<file path="src/core/audio_port_regs.vh">
`ifndef AUDIO_PORT_REGS_VH
`define AUDIO_PORT_REGS_VH

// ****************************************************************
// Register indexes; the byte address is four times the index.
// ****************************************************************
`define SETUP_INDEX 12'h524
`define FORMAT_INDEX 12'h525
`define STATUS_INDEX 12'h526
`define SETUP_RESET 32'h00000000
`define SETUP_MASK 32'h3F0F3FFF
`define FORMAT_RESET 3'h0

// ****************************************************************
// Setup word fields, and the format word's receive-width field.
// ****************************************************************
`define STEREO_BIT 0
`define RX_EN_BIT 1
`define TX_EN_BIT 2
`define BCLK_ROLE_BIT 3
`define WS_ROLE_BIT 4
`define PHASE_BIT 5
`define ORDER_BIT 6
`define POLARITY_BIT 7
`define HALF_DIV_RANGE 13:8
`define NUMER_RANGE 18:16
`define DENOM_BIT 19
`define FRAME_LEN_RANGE 26:24
`define SYNC_WIDTH_RANGE 29:27
`define RX_WIDTH_RANGE 2:0

// ****************************************************************
// Code tables, entry 0 in the low bits.
// ****************************************************************
`define MONO_LEN_TAB {7'h20, 7'h19, 7'h18, 7'h14, 7'h12, 7'h10, 7'h0C, 7'h08}
`define STEREO_LEN_TAB {7'h40, 7'h32, 7'h30, 7'h28, 7'h24, 7'h20, 7'h18, 7'h10}
`define SYNC_WIDTH_TAB {5'h10, 5'h0F, 5'h0B, 5'h08, 5'h07, 5'h04, 5'h02, 5'h01}
`define RX_WIDTH_TAB {5'h08, 5'h0C, 5'h0D, 5'h0E, 5'h10, 5'h12, 5'h14, 5'h18}
`define NUMER_TAB {8'h00, 8'h30, 8'h40, 8'h48, 8'h50, 8'h60, 8'h64, 8'h00}
`define DENOM_128 8'h80
`define DENOM_125 8'h7D
`define HALF_STEP 7'h02
`define WORD_BITS 5'h18
`define FULL_WORD 24'hFFFFFF

`endif

</file>
<file path="src/core/audio_clock_gen.v">
`timescale 1ns/1ns
`include "audio_port_regs.vh"

module audio_clock_gen
(
   // Clock and reset.
   input wire clock,
   input wire rst_b,
   // Settings.
   input wire run,
   input wire [5:0] halfDivCode,
   input wire [2:0] numCode,
   input wire denSel,
   // Half-period tick of the bit clock.
   output reg tick_ff
);

   wire [7:0] den;
   wire [7:0] numTab;
   wire [63:0] numShift;
   wire [7:0] accSum;
   wire synthPulse;
   wire [6:0] halfSum;
   wire [6:0] ratio;
   reg [7:0] synthAcc_ff;
   reg [6:0] halfAcc_ff;

   // ****************************************************************
   // Fractional synthesizer: numerator pulses per denominator cycles.
   // ****************************************************************
   assign den = denSel ? `DENOM_125 : `DENOM_128;
   assign numShift = `NUMER_TAB >> {numCode, 3'h0};
   assign numTab = numShift[7:0];
   assign accSum = synthAcc_ff + numTab;
   assign synthPulse = (numCode == 3'h0) ? 1'b1 : (accSum >= den);

   always @(posedge clock or negedge rst_b)
   begin
      if (!rst_b)
         synthAcc_ff <= 8'h00;
      else if (!run)
         synthAcc_ff <= 8'h00;
      else if (numCode != 3'h0)
         synthAcc_ff <= synthPulse ? accSum - den : accSum;
   end

   // ****************************************************************
   // Half-cycle divider: ratio (code+1)/2, counted in half steps.
   // ****************************************************************
   assign ratio = {1'b0, halfDivCode} + 7'h01;
   assign halfSum = halfAcc_ff + `HALF_STEP;

   always @(posedge clock or negedge rst_b)
   begin
      if (!rst_b)
      begin
         halfAcc_ff <= 7'h00;
         tick_ff <= 1'b0;
      end
      else if (!run)
      begin
         halfAcc_ff <= 7'h00;
         tick_ff <= 1'b0;
      end
      else if (halfDivCode == 6'h00)
      begin
         halfAcc_ff <= 7'h00;
         tick_ff <= synthPulse;
      end
      else if (synthPulse && halfSum >= ratio)
      begin
         halfAcc_ff <= halfSum - ratio;
         tick_ff <= 1'b1;
      end
      else
      begin
         if (synthPulse)
            halfAcc_ff <= halfSum;
         tick_ff <= 1'b0;
      end
   end

endmodule // audio_clock_gen

</file>
<file path="src/core/serial_audio_port_config.v">
// Overview of operation
// - Bit-clock role 1: device drives bit clock while receive or transmit enabled.
// - Word-select role 1: device drives word select while receive or transmit enabled.
// - Phase 0: transmit on falling edge, sample on rising edge.
// - Phase 1: transmit on rising edge, sample on falling edge.
// - Order 0: stereo frame carries left then right.
// - Order 1: stereo frame carries right then left.
// - Mono: rising sync edge starts a data word.
// - Polarity 0: sync low is left, high is right.
// - Polarity 1: sync low is right, high is left.
// - Six-bit half-cycle divider, code zero bypasses, ratio (code+1)/2.
// - Synthesizer numerator table per code; code zero equals denominator.
// - Denominator bit picks 128 or 125 for the synthesizer.
// - Frame-length code sets bit clocks per frame, mono and stereo tables.
// - Mono sync pulse width in bit clocks from code table.
// - Receive-width code sets valid received bits per word.
//
// Register access over Avalon-MM was left to the implementer.
`timescale 1ns/1ns
`include "audio_port_regs.vh"

module serial_audio_port_config
(
   // Clock and reset.
   input wire clock,
   input wire rst_b,
   // Avalon-MM slave, byte address.
   input wire [13:0] address,
   input wire read,
   input wire write,
   input wire [31:0] writedata,
   output reg [31:0] readdata,
   output reg waitrequest,
   // Serial link pins.
   input wire sclkIn,
   output reg sclkOut,
   output reg sclkOe_b,
   input wire wsIn,
   output reg wsOut,
   output reg wsOe_b,
   input wire sdIn,
   output reg sdOut,
   output reg sdOe_b,
   // Audio samples.
   input wire [23:0] txLeft,
   input wire [23:0] txRight,
   output reg txLoad,
   output reg [23:0] rxLeft,
   output reg [23:0] rxRight,
   output reg rxValid,
   output reg rxIsRight
);

   reg [31:0] setup_ff;
   reg [2:0] format_ff;
   reg [2:0] sclkSync_ff;
   reg [1:0] wsSync_ff;
   reg [1:0] sdSync_ff;
   reg wsPrev_ff;
   reg bitClk_ff;
   reg [6:0] bitCnt_ff;
   reg [23:0] txLeftHold_ff;
   reg [23:0] txRightHold_ff;
   reg [23:0] rxShift_ff;
   reg [31:0] nxt_readdata;

   wire [11:0] wordIndex;
   wire stereo;
   wire rxEn;
   wire txEn;
   wire clkMaster;
   wire wsMaster;
   wire phase;
   wire order;
   wire polarity;
   wire run;
   wire tick;
   wire [6:0] frameLen;
   wire [6:0] halfLen;
   wire [4:0] syncWidth;
   wire [4:0] rxWidth;
   wire sclkRise;
   wire sclkFall;
   wire bitRise;
   wire bitFall;
   wire sampleEv;
   wire launchEv;
   wire firstLevel;
   wire slaveStart;
   wire [6:0] slotNext;
   wire [6:0] rxSlot;
   wire [6:0] txSlot;
   wire [6:0] rxChanSlot;
   wire [6:0] txChanSlot;
   wire rxSecond;
   wire txSecond;
   wire rxRightCh;
   wire txRightCh;
   wire [23:0] txWord;
   wire [23:0] rxMask;
   wire [4:0] txBitIdx;
   wire [4:0] rxBitIdx;
   wire wsLevel;
   wire [55:0] monoLenSel;
   wire [55:0] stereoLenSel;
   wire [39:0] syncWidthSel;
   wire [39:0] rxWidthSel;

   // ****************************************************************
   // Register bus.
   // ****************************************************************
   assign wordIndex = address[13:2];

   always @*
   begin
      nxt_readdata = 32'h00000000;
      if (wordIndex == `SETUP_INDEX)
         nxt_readdata = setup_ff;
      else if (wordIndex == `FORMAT_INDEX)
         nxt_readdata = {29'h0, format_ff};
      else if (wordIndex == `STATUS_INDEX)
         nxt_readdata = {16'h0, 1'b0, bitCnt_ff, 6'h00, bitClk_ff, rxIsRight};
   end

   // The answer comes one cycle after the request is seen, so a request
   // always meets waitrequest high at its first edge.
   always @(posedge clock or negedge rst_b)
   begin
      if (!rst_b)
      begin
         waitrequest <= 1'b1;
         readdata <= 32'h00000000;
         setup_ff <= `SETUP_RESET;
         format_ff <= `FORMAT_RESET;
      end
      else if (waitrequest && (read || write))
      begin
         waitrequest <= 1'b0;
         readdata <= nxt_readdata;
      end
      else
      begin
         waitrequest <= 1'b1;
         if (!waitrequest && write && wordIndex == `SETUP_INDEX)
            setup_ff <= writedata & `SETUP_MASK;
         if (!waitrequest && write && wordIndex == `FORMAT_INDEX)
            format_ff <= writedata[`RX_WIDTH_RANGE];
      end
   end

   // ****************************************************************
   // Field decode.
   // ****************************************************************
   assign stereo = setup_ff[`STEREO_BIT];
   assign rxEn = setup_ff[`RX_EN_BIT];
   assign txEn = setup_ff[`TX_EN_BIT];
   assign clkMaster = setup_ff[`BCLK_ROLE_BIT];
   assign wsMaster = setup_ff[`WS_ROLE_BIT];
   assign phase = setup_ff[`PHASE_BIT];
   assign order = setup_ff[`ORDER_BIT];
   assign polarity = setup_ff[`POLARITY_BIT];
   assign run = rxEn | txEn;
   assign stereoLenSel = `STEREO_LEN_TAB >> (7 * setup_ff[`FRAME_LEN_RANGE]);
   assign monoLenSel = `MONO_LEN_TAB >> (7 * setup_ff[`FRAME_LEN_RANGE]);
   assign frameLen = stereo ? stereoLenSel[6:0] : monoLenSel[6:0];
   assign halfLen = stereo ? {1'b0, frameLen[6:1]} : frameLen;
   assign syncWidthSel = `SYNC_WIDTH_TAB >> (5 * setup_ff[`SYNC_WIDTH_RANGE]);
   assign syncWidth = syncWidthSel[4:0];
   assign rxWidthSel = `RX_WIDTH_TAB >> (5 * format_ff);
   assign rxWidth = rxWidthSel[4:0];

   // ****************************************************************
   // Clock generation and pin synchronisers.
   // ****************************************************************
   audio_clock_gen i_audio_clock_gen
   (
      .clock(clock),
      .rst_b(rst_b),
      .run(run & clkMaster),
      .halfDivCode(setup_ff[`HALF_DIV_RANGE]),
      .numCode(setup_ff[`NUMER_RANGE]),
      .denSel(setup_ff[`DENOM_BIT]),
      .tick_ff(tick)
   );

   always @(posedge clock or negedge rst_b)
   begin
      if (!rst_b)
      begin
         sclkSync_ff <= 3'h0;
         wsSync_ff <= 2'h0;
         sdSync_ff <= 2'h0;
         bitClk_ff <= 1'b0;
      end
      else
      begin
         sclkSync_ff <= {sclkSync_ff[1:0], sclkIn};
         wsSync_ff <= {wsSync_ff[0], wsIn};
         sdSync_ff <= {sdSync_ff[0], sdIn};
         if (!(run && clkMaster))
            bitClk_ff <= 1'b0;
         else if (tick)
            bitClk_ff <= ~bitClk_ff;
      end
   end

   // An internal bit clock faster than a few system cycles per half period
   // cannot be met by the two-stage input path; keep the divide ratio sane.
   assign sclkRise = sclkSync_ff[1] & ~sclkSync_ff[2];
   assign sclkFall = ~sclkSync_ff[1] & sclkSync_ff[2];
   assign bitRise = clkMaster ? (run & tick & ~bitClk_ff) : sclkRise;
   assign bitFall = clkMaster ? (run & tick & bitClk_ff) : sclkFall;
   assign sampleEv = run & (phase ? bitFall : bitRise);
   assign launchEv = run & (phase ? bitRise : bitFall);

   // ****************************************************************
   // Frame position.
   // ****************************************************************
   // Master word select: the counter names the slot being driven. Slave
   // word select: the counter names the next slot expected on the line.
   assign firstLevel = order ^ polarity;
   assign slaveStart = stereo ?
      (wsSync_ff[1] == firstLevel && wsPrev_ff != firstLevel) :
      (wsSync_ff[1] && !wsPrev_ff);
   assign slotNext = (bitCnt_ff >= frameLen - 7'h01) ? 7'h00 : bitCnt_ff + 7'h01;
   assign rxSlot = (!wsMaster && slaveStart) ? 7'h00 : bitCnt_ff;
   assign txSlot = wsMaster ? slotNext : bitCnt_ff;
   assign rxSecond = stereo && rxSlot >= halfLen;
   assign txSecond = stereo && txSlot >= halfLen;
   assign rxChanSlot = rxSecond ? rxSlot - halfLen : rxSlot;
   assign txChanSlot = txSecond ? txSlot - halfLen : txSlot;
   assign rxRightCh = stereo & (rxSecond ^ order);
   assign txRightCh = stereo & (txSecond ^ order);
   assign wsLevel = stereo ? (txRightCh ^ polarity) :
      ({2'h0, txSlot} < {2'h0, syncWidth});

   always @(posedge clock or negedge rst_b)
   begin
      if (!rst_b)
      begin
         bitCnt_ff <= 7'h00;
         wsPrev_ff <= 1'b0;
      end
      else if (!run)
      begin
         bitCnt_ff <= 7'h00;
         wsPrev_ff <= 1'b0;
      end
      else if (wsMaster)
      begin
         if (launchEv)
            bitCnt_ff <= slotNext;
      end
      else if (sampleEv)
      begin
         wsPrev_ff <= wsSync_ff[1];
         bitCnt_ff <= slaveStart ? 7'h01 : slotNext;
      end
   end

   // ****************************************************************
   // Transmit path.
   // ****************************************************************
   assign txWord = txRightCh ? txRightHold_ff : txLeftHold_ff;
   assign txBitIdx = 5'h17 - txChanSlot[4:0];

   always @(posedge clock or negedge rst_b)
   begin
      if (!rst_b)
      begin
         txLeftHold_ff <= 24'h000000;
         txRightHold_ff <= 24'h000000;
         txLoad <= 1'b0;
         sdOut <= 1'b0;
         sdOe_b <= 1'b1;
         sclkOut <= 1'b0;
         sclkOe_b <= 1'b1;
         wsOut <= 1'b0;
         wsOe_b <= 1'b1;
      end
      else
      begin
         txLoad <= 1'b0;
         sdOe_b <= ~txEn;
         // The pin takes the bit clock's next value, so clock and data leave together.
         sclkOut <= (run && clkMaster) ? (bitClk_ff ^ tick) : 1'b0;
         sclkOe_b <= ~(clkMaster & run);
         wsOe_b <= ~(wsMaster & run);
         if (!txEn)
            sdOut <= 1'b0;
         if (wsMaster && launchEv)
            wsOut <= wsLevel;
         if (txEn && launchEv)
         begin
            if (txSlot == 7'h00)
            begin
               txLeftHold_ff <= txLeft;
               txRightHold_ff <= txRight;
               txLoad <= 1'b1;
               sdOut <= (order && stereo) ? txRight[23] : txLeft[23];
            end
            else if (txChanSlot < {2'h0, `WORD_BITS})
               sdOut <= txWord[txBitIdx];
            else
               sdOut <= 1'b0;
         end
      end
   end

   // ****************************************************************
   // Receive path.
   // ****************************************************************
   assign rxBitIdx = 5'h17 - rxChanSlot[4:0];
   assign rxMask = `FULL_WORD << (`WORD_BITS - rxWidth);

   always @(posedge clock or negedge rst_b)
   begin
      if (!rst_b)
      begin
         rxShift_ff <= 24'h000000;
         rxLeft <= 24'h000000;
         rxRight <= 24'h000000;
         rxValid <= 1'b0;
         rxIsRight <= 1'b0;
      end
      else
      begin
         rxValid <= 1'b0;
         if (rxEn && sampleEv)
         begin
            if (rxChanSlot == 7'h00)
               rxShift_ff <= {sdSync_ff[1], 23'h000000};
            else if (rxChanSlot < {2'h0, `WORD_BITS})
               rxShift_ff[rxBitIdx] <= sdSync_ff[1];
            if (rxChanSlot == halfLen - 7'h01)
            begin
               rxValid <= 1'b1;
               rxIsRight <= rxRightCh;
               if (rxRightCh)
                  rxRight <= rxShift_ff & rxMask;
               else
                  rxLeft <= rxShift_ff & rxMask;
            end
         end
      end
   end

endmodule // serial_audio_port_config

</file>
<file path="config.mk">
export PLATFORM = sky130hd
export DESIGN_NAME = serial_audio_port_config
export DESIGN_NICKNAME = d
export VERILOG_FILES = /design/src/core/audio_clock_gen.v /design/src/core/serial_audio_port_config.v
export VERILOG_INCLUDE_DIRS = /design/src /design/src/core
export SDC_FILE = /design/constraint.sdc
export NUM_CORES = 1
export LEC_CHECK = 0
export ABC_AREA = 1
export BUFFER_PORTS_ARGS = -buffer_cell sky130_fd_sc_hd__buf_2
export CORE_MARGIN = 2
export CORE_UTILIZATION = 30
export DETAILED_ROUTE_END_ITERATION = 12
export PLACE_DENSITY = 0.58
export SLEW_MARGIN = 20
export SYNTH_ARGS = -nofsm -noshare
export SYNTH_HDL_FRONTEND = slang
export SYNTH_SLANG_ARGS = --single-unit
</file>
<file path="constraint.sdc">
create_clock -name clock -period 10.62 [get_ports clock]
set_input_delay 2.124 -clock clock [delete_from_list [all_inputs] [get_ports clock]]
set_output_delay 2.124 -clock clock [all_outputs]
set_load 0.02 [all_outputs]
</file>
; After elaboration in Yosys (flattened, before gate mapping)
; Index checks and enable logic that the tools add are counted.
[op_classes]
addsub = 13
n_mul = 3
magnitude_cmp = 11
n_eq_ne = 14
n_shift = 6
muxes = 57
n_bitwise = 26
n_reduce_logical = 35
[ops]
columns = cell, count
row1 = $mux 7, 16
row2 = $mux 24, 3
row3 = $mux 32, 2
row4 = $shr 56x6->7 const A, 1
row5 = $shr 55x6->7 const A, 1
row6 = $shr 54x6->8 const A, 1
row7 = $shr 40x6->5 const A, 1
row8 = $shr 39x6->5 const A, 1
row9 = $eq 12x11->1 const B, 3
row10 = $mux 8, 4
row11 = $ge 7x7->1, 4
row12 = $mux 1, 28
row13 = $and 24x24->24, 1
row14 = $bwmux 24, 1
row15 = $shl 24x5->24 const A, 1
row16 = $sub 7x7->7, 3
row17 = $mul 3x3->6 const A, 3
row18 = $logic_and 1x1->1, 16
row19 = $mux 15, 1
row20 = $sub 5x5->5 const A, 3
row21 = $logic_not 7->1, 2
row22 = $lt 7x5->1 const B, 2
row23 = $reduce_and 2->1, 7
row24 = $sub 7x1->7 const B, 2
row25 = other kinds (29), 58
[totals]
ff_bits = 221
in_bits = 101
out_inout_bits = 90
word_cells = 192

; Depth between registers and ports, before layout
; Gate-level depths: netlist of the first run.
[logic_depth]
depth_word = 17
depth_mapped = 40
mapped_depth_nobuf = 38

; Hierarchy
; A second synthesis of the first run with hierarchy kept.
[unflattened]
cells_unflattened = 1841
hier_area_um2 = 13767.0
[by_module_without_submodules]
columns = module, n_inst, cells_per_inst, area_per_inst_um2, seq_area_each_um2
row1 = serial_audio_port_config, 1, 1515, 11638.7, 4959.8
row2 = audio_clock_gen, 1, 326, 2128.3, 400.4

; Worst setup path after synthesis of the first run
; Ideal clock, no wire load.
[synth_path]
path_kind = register -> register
startpoint = register setup_ff[0]
endpoint = register sdOut
setup_time_ns = 0.065
t_arrival_ns = 5.238
path_slack_ns = 5.318
path_stages_with_launch = 38
n_path_buf = 1
cell_sequence = dfrtp_1 -> inv_2 -> buf_2 -> ha_1 -> or2_2 -> o211ai_1 -> and2_1 -> inv_1 -> nor2_1 -> nor3_1 -> nor3_1 -> xor2_1 -> ha_1 -> nand2_1 -> inv_1 -> a21oi_1 -> nand3_1 -> nor3_1 -> (+2 left out) -> ha_1 -> nand2_1 -> nand2_1 -> a21oi_1 -> nand3_1 -> nand2_1 -> inv_1 -> or2_2 -> o21ai_0 -> inv_1 -> ha_1 -> inv_1 -> nand2_1 -> a21oi_1 -> nand3_1 -> a21oi_1 -> nand2_1 -> nand2_1
[synth_between]
elab_chain_len = 15
elab_cells_between_ends = 23
[synth_lines]
columns = item, line
row1 = start: declaration, serial_audio_port_config.v:54  ; reg [31:0] setup_ff;
row2 = start signal: assignment, serial_audio_port_config.v:133  ; setup_ff <= `SETUP_RESET;
row3 = start signal: assignment, serial_audio_port_config.v:145  ; setup_ff <= writedata & `SETUP_MASK;
row4 = "parallel branches: the longest is 13 deep, another holds $sub 7x1->7", -
row5 = $mux 1 (*), serial_audio_port_config.v:295  ; if (txSlot == 7'h00)
row6 = $mux 1 (*), serial_audio_port_config.v:293  ; if (txEn && launchEv)
row7 = end signal: assignment, serial_audio_port_config.v:300  ; sdOut <= (order && stereo) ? txRight[23] : txLeft[23];
row8 = end signal: assignment, serial_audio_port_config.v:303  ; sdOut <= txWord[txBitIdx];
row9 = end: declaration, serial_audio_port_config.v:42  ; output reg sdOut,
; Every way passes the cells marked *. The select of a mux whose other input is x is not followed.
; A chain may end at the register's enable or synchronous reset.

; Worst setup path after layout of the first run
; Ends and elaborated chain as after synthesis.

==> impl_results.md, run 1 <==
- N_diodes: 0
- Synth top area cells: dfrtp_1 39%, nand2_1 15%, ha_1 6.8%
- Worst slew pin tran: just under 1 ns
- Count of different cell masters after synthesis: between 60 and 70
- Crit. End Element: register
- Leakage power: between 0.008 and 0.009 µW
- Post-CTS Repair Setup Buffers: 0
- Setup_tns: 0 ns
- Pre-CTS WS: 2.87 ns
- GRT Resource Usage Total: 15.3%
- Clock root buffer: clkbuf_16
- First-pass GRT wire length: a little under 60000 µm
- Final Core Density: about a third
- Cts hold-fix bufs: 0
- FFs w/ async S/R, synth: 100%
- Final setup fails: 0
- Busiest grt layer: met2
- Ys Warns: 0
- Inserted Clock Buffers: 26
- Largest net degree at the start of global routing: just over 80
- DRC: 0
- Worst r2r dst: sdOut$_DFFE_PN0P_
- DR vias/cell: ~4.7
- Grt ovf: 0
- Met1 Usage GRT: 20.5%
- DRC marker count from the first detailed-route iteration: ~840
- Synth top area share: roughly two fifths
- EDFF count, synth: 0
- Drt pass-1 iters: 5
- Adder-Cell Fraction of Synth Area: 7.37%
- Most frequent CP cell: nand2_1
- Total detailed-routing wirelength: about 35000 µm
- Io pins: 191
- Clk slew on worst S/H paths: roughly 0.06 ns
- Dpl hpwl: ~26000 µm
- Post-synthesis register bit count: about 210
- Count leader, synth: nand2_1
- Hold Path Cell Cnt: 0
- Req. time, crit path: 11.08 ns
- Met3 usage: under 10%
- Initial antenna violation count: 0
- Final WS setup: 2.96 ns
- Routed len/inst: 14.0 µm
- Part of the Yosys area used for sequential elements: between 40% and 50%
- Die H: roughly 210 µm
- Syn Area/Cell: approximately 7.6 µm²
- Inst Count DP: between 2000 and 2500
- Tcrit/Tclk final: 72.2%
- Reg2reg setup slack: 2.96 ns
- Largest fanout on the critical path: 31
- Synth Instances: around 1800
- Met2 Use GR: between 20% and 30%
- Compound-Gate Fraction of Synth Area: between 10 and 15%
- Layout Cells excl Fill: 2506
- Total die area: ~46000 µm²
- Post-route ant nets: 0
- Area growth, synth to finish: 16.3%
- Largest family of logic cells by synthesized area: simple AND/OR/NAND/NOR gates
- Crit path time final: 7.66 ns
- R2R cell count: 35
- Top cells by count, synth: 538 x nand2_1, 210 x dfrtp_1, 180 x inv_1
- Xor and xnor area share after synthesis: roughly 2.5%
- Share of post-route cells with drive strength above 1: between 10 and 15%
- Pins over their slew limit: 0
- Final hold vios: 0
- CTS resizes: 0
- Worst-skew pair later-pin latency: between 0.5 and 0.6 ns
- Die X-Extent: around 210 µm
- Yosys top cell by area: dfrtp_1
- Slowest stage delay, CP: between 0.8 and 0.9 ns
- Power Dens Cells: 118 nW/µm²
- TritonCTS clock tree: built
- Initial Utilization: 30.2%
- Number of global-route vias before repair: around 12000
- Maximum vdd drop: 119 µV
- Top_reg_cell synth: dfrtp_1
- Fmax: 131 MHz
- Max cap viols: 0
- Final #Nets: slightly above 2000
- CP arrival: just over 8 ns
- Slowest CP cell: dfrtp_1
- Max Root-Sink Buffers: 3
- Relative slew margins: 34.0%
- Clk sink count: ~210
- Vias: 11759
- Mapped cell area: roughly 13000 µm²
- Critical Path Sink: sdOut$_DFFE_PN0P_
- Crit. Startpoint: setup_ff[0]$_DFFE_PN0P_
- Multiplexer share of the synthesized area: less than 1%
- Status: finished clean
- R2r startpoint: setup_ff[0]$_DFFE_PN0P_
- Std-Cell Rows: 77
- Core Region: between 40000 and 50000 µm²
- Clock Skews: roughly 0.034 ns
- Crit path kind: register to register
- GP Congestion: 0.905
- Min-delay worst type: register to register
- Simple-gate share of the synthesized area: about 30%
- RSZ-0062 raised after global routing: no
- CP startpoint kind: register
- Buffers on Ports: 173
- H-tree depth: 1
[final cells by class]
cell class                      instances  area [µm²]
Fill cell                            4708       28500
Multi-Input combinational cell       1276        6830
Sequential cell                       214        5360
Timing Repair Buffer                  180         928
Inverter                              198         747
Tap cell                              592         741
Clock buffer                           37         732
Clock inverter                          9         153
[logic make-up after synthesis]
family,count (synthesis)
adders and majority gates,76
AOI/OAI and AO/OA,248
and+or+nand+nor,907
DFF,214
buffers and inverters,271
other,1
muxes,1
xor gates and xnor gates,37
[cell usage in the layout (no fill, tap or decap), types with 5 or more instances in the layout]
cell type | Yosys | layout
a21boi_0 | 7 | 7
nand2_1 | 538 | 538
o21ai_2 | 10 | 12
ha_1 | 72 | 72
nand3_1 | 97 | 97
xor2_1 | 25 | 25
a31oi_1 | 6 | 6
or2_2 | 6 | 6
buf_2 | 25 | 172
inv_1 | 180 | 180
nor3_1 | 18 | 18
a21oi_1 | 51 | 51
clkbuf_1 | 27 | 7
nand3b_1 | 11 | 11
xnor2_1 | 11 | 11
nand4_1 | 59 | 59
clkinv_1 | 7 | 7
o221ai_1 | 5 | 5
conb_1 | 1 | 7
inv_2 | 10 | 9
nor2_1 | 135 | 135
o211ai_1 | 7 | 7
o21ai_0 | 96 | 95
buf_4 | 11 | 7
dfrtp_1 | 210 | 210
nor3b_1 | 11 | 11
o31ai_1 | 18 | 18
o21a_1 | 6 | 6
o21ai_1 | 20 | 19
clkbuf_16 | 0 | 26
nand2_2 | 10 | 10
[layer usage]
layer / wire length [µm] / part of all wire [%]
met1: 16400 / 47
met5: 0 / 0
met3: 1660 / 4.8
met2: 16200 / 46
met4: 742 / 2.1
[stage by stage]
stage	total power [µW]	instance area (µm²)	hold WS (ns)
2_1_floorplan	879	13300	0.331
3_3_place_gp	927	14600	0.338
3_5_place_dp	928	14600	0.338
4_1_cts	1860	15500	0.351
5_1_grt	1910	15500	0.361
6_report	1830	15500	0.351
[power breakdown]
part / internal, µW / switching, µW
clock: 554 / 369
sequential: 824 / 5.80
combinational: 26.8 / 54.6
[how the worst min path moves through the flow]
stage | to | start
detailed placement | sclkSync_ff[1]$_DFF_PN0_ | sclkSync_ff[0]$_DFF_PN0_
finish | sdSync_ff[1]$_DFF_PN0_ | sdSync_ff[0]$_DFF_PN0_
global route | sdSync_ff[1]$_DFF_PN0_ | sdSync_ff[0]$_DFF_PN0_
global placement | sdSync_ff[1]$_DFF_PN0_ | sdSync_ff[0]$_DFF_PN0_
CTS | sclkSync_ff[1]$_DFF_PN0_ | sclkSync_ff[0]$_DFF_PN0_
floorplan | sclkSync_ff[1]$_DFF_PN0_ | sclkSync_ff[0]$_DFF_PN0_
[flip-flops by register name (all words and copies together), names as in the netlist, 2 cells and up]
signal and count:
readdata 25, rxLeft 24, rxRight 24, rxShift_ff 24, setup_ff 24, txLeftHold_ff 24
txRightHold_ff 24, i_audio_clock_gen.synthAcc_ff 8, bitCnt_ff 7, i_audio_clock_gen.halfAcc_ff 7, format_ff 3, sclkSync_ff 3
sdSync_ff 2, wsSync_ff 2
[worst max-delay path: cells and delay by family (launching register included)]
kind	cells	cell delay (ns)
buffers and inverters	3	0.47
xor gates and xnor gates	1	0.22
and+or+nand+nor	23	3.87
adders and majority gates	3	0.96
DFF	1	0.85
AOI/OAI and AO/OA	5	1.19
Note: power is estimated with default switching activity, not from simulation.
==> inputs of run 2 (changes only) <==
PLACE_DENSITY = 0.6   (was 0.58)
clock period = 6.9 ns   (was 10.62 ns; I/O delays follow)
==> run 2 against run 1 <==
Register-to-register slack got worse by 2.3 ns. Clock power increased by 55%. Die area unchanged. Global-route usage increased by 0.18 points. Setup slack got worse by 2.3 ns. Sequential share of layout area decreased by 0.13 points. Clock skew decreased by 0.012 ns. Clock-buffer cell count decreased by 1.
==> impl_results.md, run 2 (synthesized netlist as in run 1, its figures left out) <==
- Status: finished clean
- Initial antenna violation count: 1 (+1)
- Most frequent CP cell: nand2_1
- Most frequent cells in the layout: 537 x nand2_1, 209 x dfrtp_1, 180 x inv_1, 172 x buf_2, 135 x nor2_1
- Internal Pwr Total: 2180 µW (+55%)
- Die X-Extent: 215 µm (unchanged)
- Tcrit/Tclk final: 89.9% (+18 points)
- Min-delay worst type: register to register
- Layout Cells excl Fill: 2515 (+0.36%)
- Design area: 15600 µm² (+0.41%)
- Crit. End Element: register
- CP startpoint kind: register
- Post-route ant nets: 0 (unchanged)
- Clock Skews: 0.0220 ns (-0.0117 ns)
- Fmax: 161 MHz (+23%)
- Grt ovf: 0 (unchanged)
- Final setup fails: 0 (unchanged)
- Final hold vios: 0 (unchanged)
- Largest net degree at the start of global routing: 97 (+18%)
- Final #Nets: 2078 (+0.24%)
- Number of global-route vias before repair: 11598 (+0.24%)
- TritonCTS clock tree: built
- Pins over their slew limit: 0 (unchanged)
- Clk slew on worst S/H paths: 0.06 ns (about the same)
- Pre-CTS WS: 0.439 ns (-2.43 ns)
- Crit path time final: 6.21 ns (-1.46 ns)
- Drt pass-1 iters: 7 (+2)
- Largest fanout on the critical path: 20 (-35%)
- CTS resizes: 0 (unchanged)
- Clock root buffer: clkbuf_16
- Commonest non-fill, non-tap cell in the layout: nand2_1
- GP Congestion: 0.897 (-0.97%)
- Max cap viols: 0 (unchanged)
- DRC: 0 (unchanged)
- Inserted Clock Buffers: 26 (unchanged)
- Inst Count DP: 2465 (+0.20%)
- Relative slew margins: 42.0% (+8.0 points)
- Leakage power: 0.00835 µW (+0.52%)
- Routed len/inst: 14.3 µm (+2.5%)
- Vias: 11907 (+1.3%)
- Psw: 661 µW (+54%)
- Worst-skew pair later-pin latency: 0.55 ns (-0.02 ns)
- Setup_tns: 0 ns (unchanged)
- H-tree depth: 1 (unchanged)
- Total die area: 46100 µm² (unchanged)
- Std-Cell Rows: 77 (unchanged)
- Initial Utilization: 30.2% (unchanged)
- CP arrival: 6.65 ns (-1.47 ns)
- Total detailed-routing wirelength: 36000 µm (+2.8%)
- Share of post-route cells with drive strength above 1: 15.4% (+0.52 points)
- First-pass GRT wire length: 59200 µm (+0.77%)
- Post-CTS Repair Setup Buffers: 0 (unchanged)
- Top reg by flops: readdata
- Max Root-Sink Buffers: 3 (unchanged)
- Final WS setup: 0.695 ns (-2.26 ns)
- Max reg flops: 25 (unchanged)
- Io pins: 191 (unchanged)
- GRT Resource Usage Total: 15.5% (+0.18 points)
- Core Region: 44000 µm² (unchanged)
- Fill count: 4677 (-0.66%)
- Crit path kind: register to register
- Power Dens Cells: 182 nW/µm² (+54%)
- Comb pwr share: 4.5% (about the same)
- Cts hold-fix bufs: 0 (unchanged)
- Worst slew pin tran: 0.869 ns (-0.119 ns)
- Maximum vdd drop: 130 µV (+9.4%)
- Req. time, crit path: 7.35 ns (-3.73 ns)
- Slowest CP cell: dfrtp_2
- DR vias/cell: 4.73 (+0.90%)
- Dpl hpwl: 26600 µm (+4.0%)
- Slowest stage delay, CP: 0.50 ns (-0.35 ns)
- Placed cell areas: 14600 µm² (+0.26%)
- DRC marker count from the first detailed-route iteration: 884 (+5.7%)
- Area growth, synth to finish: 16.8%
- Sw Ratio: 23.3% (-0.11 points)
- Reg power frac: 45.0% (-0.2 points)
- Buffers on Ports: 173 (unchanged)
- Clk sink count: 214 (unchanged)
- Clk network pwr share: 50.4% (about the same)
- Die H: 215 µm (unchanged)
- RSZ-0062 raised after global routing: no
[run 2: cell types whose count changed in the layout (fill, tap and decap cells not counted), moves of 2 or more]
| cell | before | now |
|---|---|---|
| clkinvlp_4 | 3 | 1 |
| clkinv_4 | 0 | 2 |
| diode_2 | 0 | 2 |
| buf_4 | 7 | 12 |
| inv_6 | 0 | 3 |
[run 2: stage by stage]
step / util (%) / hold slack [ns] / total power (µW)
6_report: 35.3 / 0.349 / 2840
5_1_grt: 35.3 / 0.361 / 2950
4_1_cts: 35.3 / 0.354 / 2890
3_5_place_dp: 33.3 / 0.341 / 1430
3_3_place_gp: 33.3 / 0.336 / 1430
2_1_floorplan: - / 0.331 / 1350
[run 2: critical path, delay by kind of cell (launching register included)]
family / cells / cell delay [ns]
AO/OA/AOI/OAI: 4 / 0.63
XOR/XNOR: 1 / 0.19
adder cells (fa/ha/maj): 3 / 0.77
buffers and inverters: 7 / 1.15
flip-flops: 1 / 0.50
AND/OR/NAND/NOR: 24 / 2.82
[run 2: routing by layer]
layer / track usage [%] / share of wire (%) / vias to the layer above
met5: 0 / 0 / -
met4: 4.51 / 2.6 / 0
met3: 2.94 / 5.1 / 60
met2: 24.6 / 44 / 261
met1: 21.4 / 48 / 5596
li1: - / - / 5990
[run 2: layout make-up]
type	instances	area [µm²]	area share [%]
diodes	2	5.00	0.0322
clock inverters	12	156	1.01
flip-flops and latches	214	5360	34.5
well taps	592	741	4.76
clock buffers	36	739	4.75
inverters	198	749	4.82
multi-input cells	1276	6840	44.0
repair buffers	185	966	6.21
[run 2: power by group through the flow]
stage	Clock [µW]	Combinational [µW]	Sequential [µW]
CTS	1480	133	1280
global placement	0	131	1300
global route	1530	144	1280
finish	1430	129	1280
floorplan	0	44.0	1310
detailed placement	0	133	1300
[run 2: worst paths after layout]
path / startpoint / to / slack (ns) / depth (start not counted)
worst max-delay path: setup_ff[0]$_DFFE_PN0P_ / sdOut$_DFFE_PN0P_ / 0.69 / 39
worst min-delay path: sclkSync_ff[0]$_DFF_PN0_ / sclkSync_ff[1]$_DFF_PN0_ / 0.35 / 0
worst max register to register: setup_ff[0]$_DFFE_PN0P_ / sdOut$_DFFE_PN0P_ / 0.69 / 39
worst min register to register: sclkSync_ff[0]$_DFF_PN0_ / sclkSync_ff[1]$_DFF_PN0_ / 0.35 / 0
max in group asynchronous: rst_b / wsOut$_DFFE_PN0P_ / 4.72 / 2
min in group asynchronous: rst_b / rxLeft[5]$_DFFE_PN0P_ / 0.85 / 1
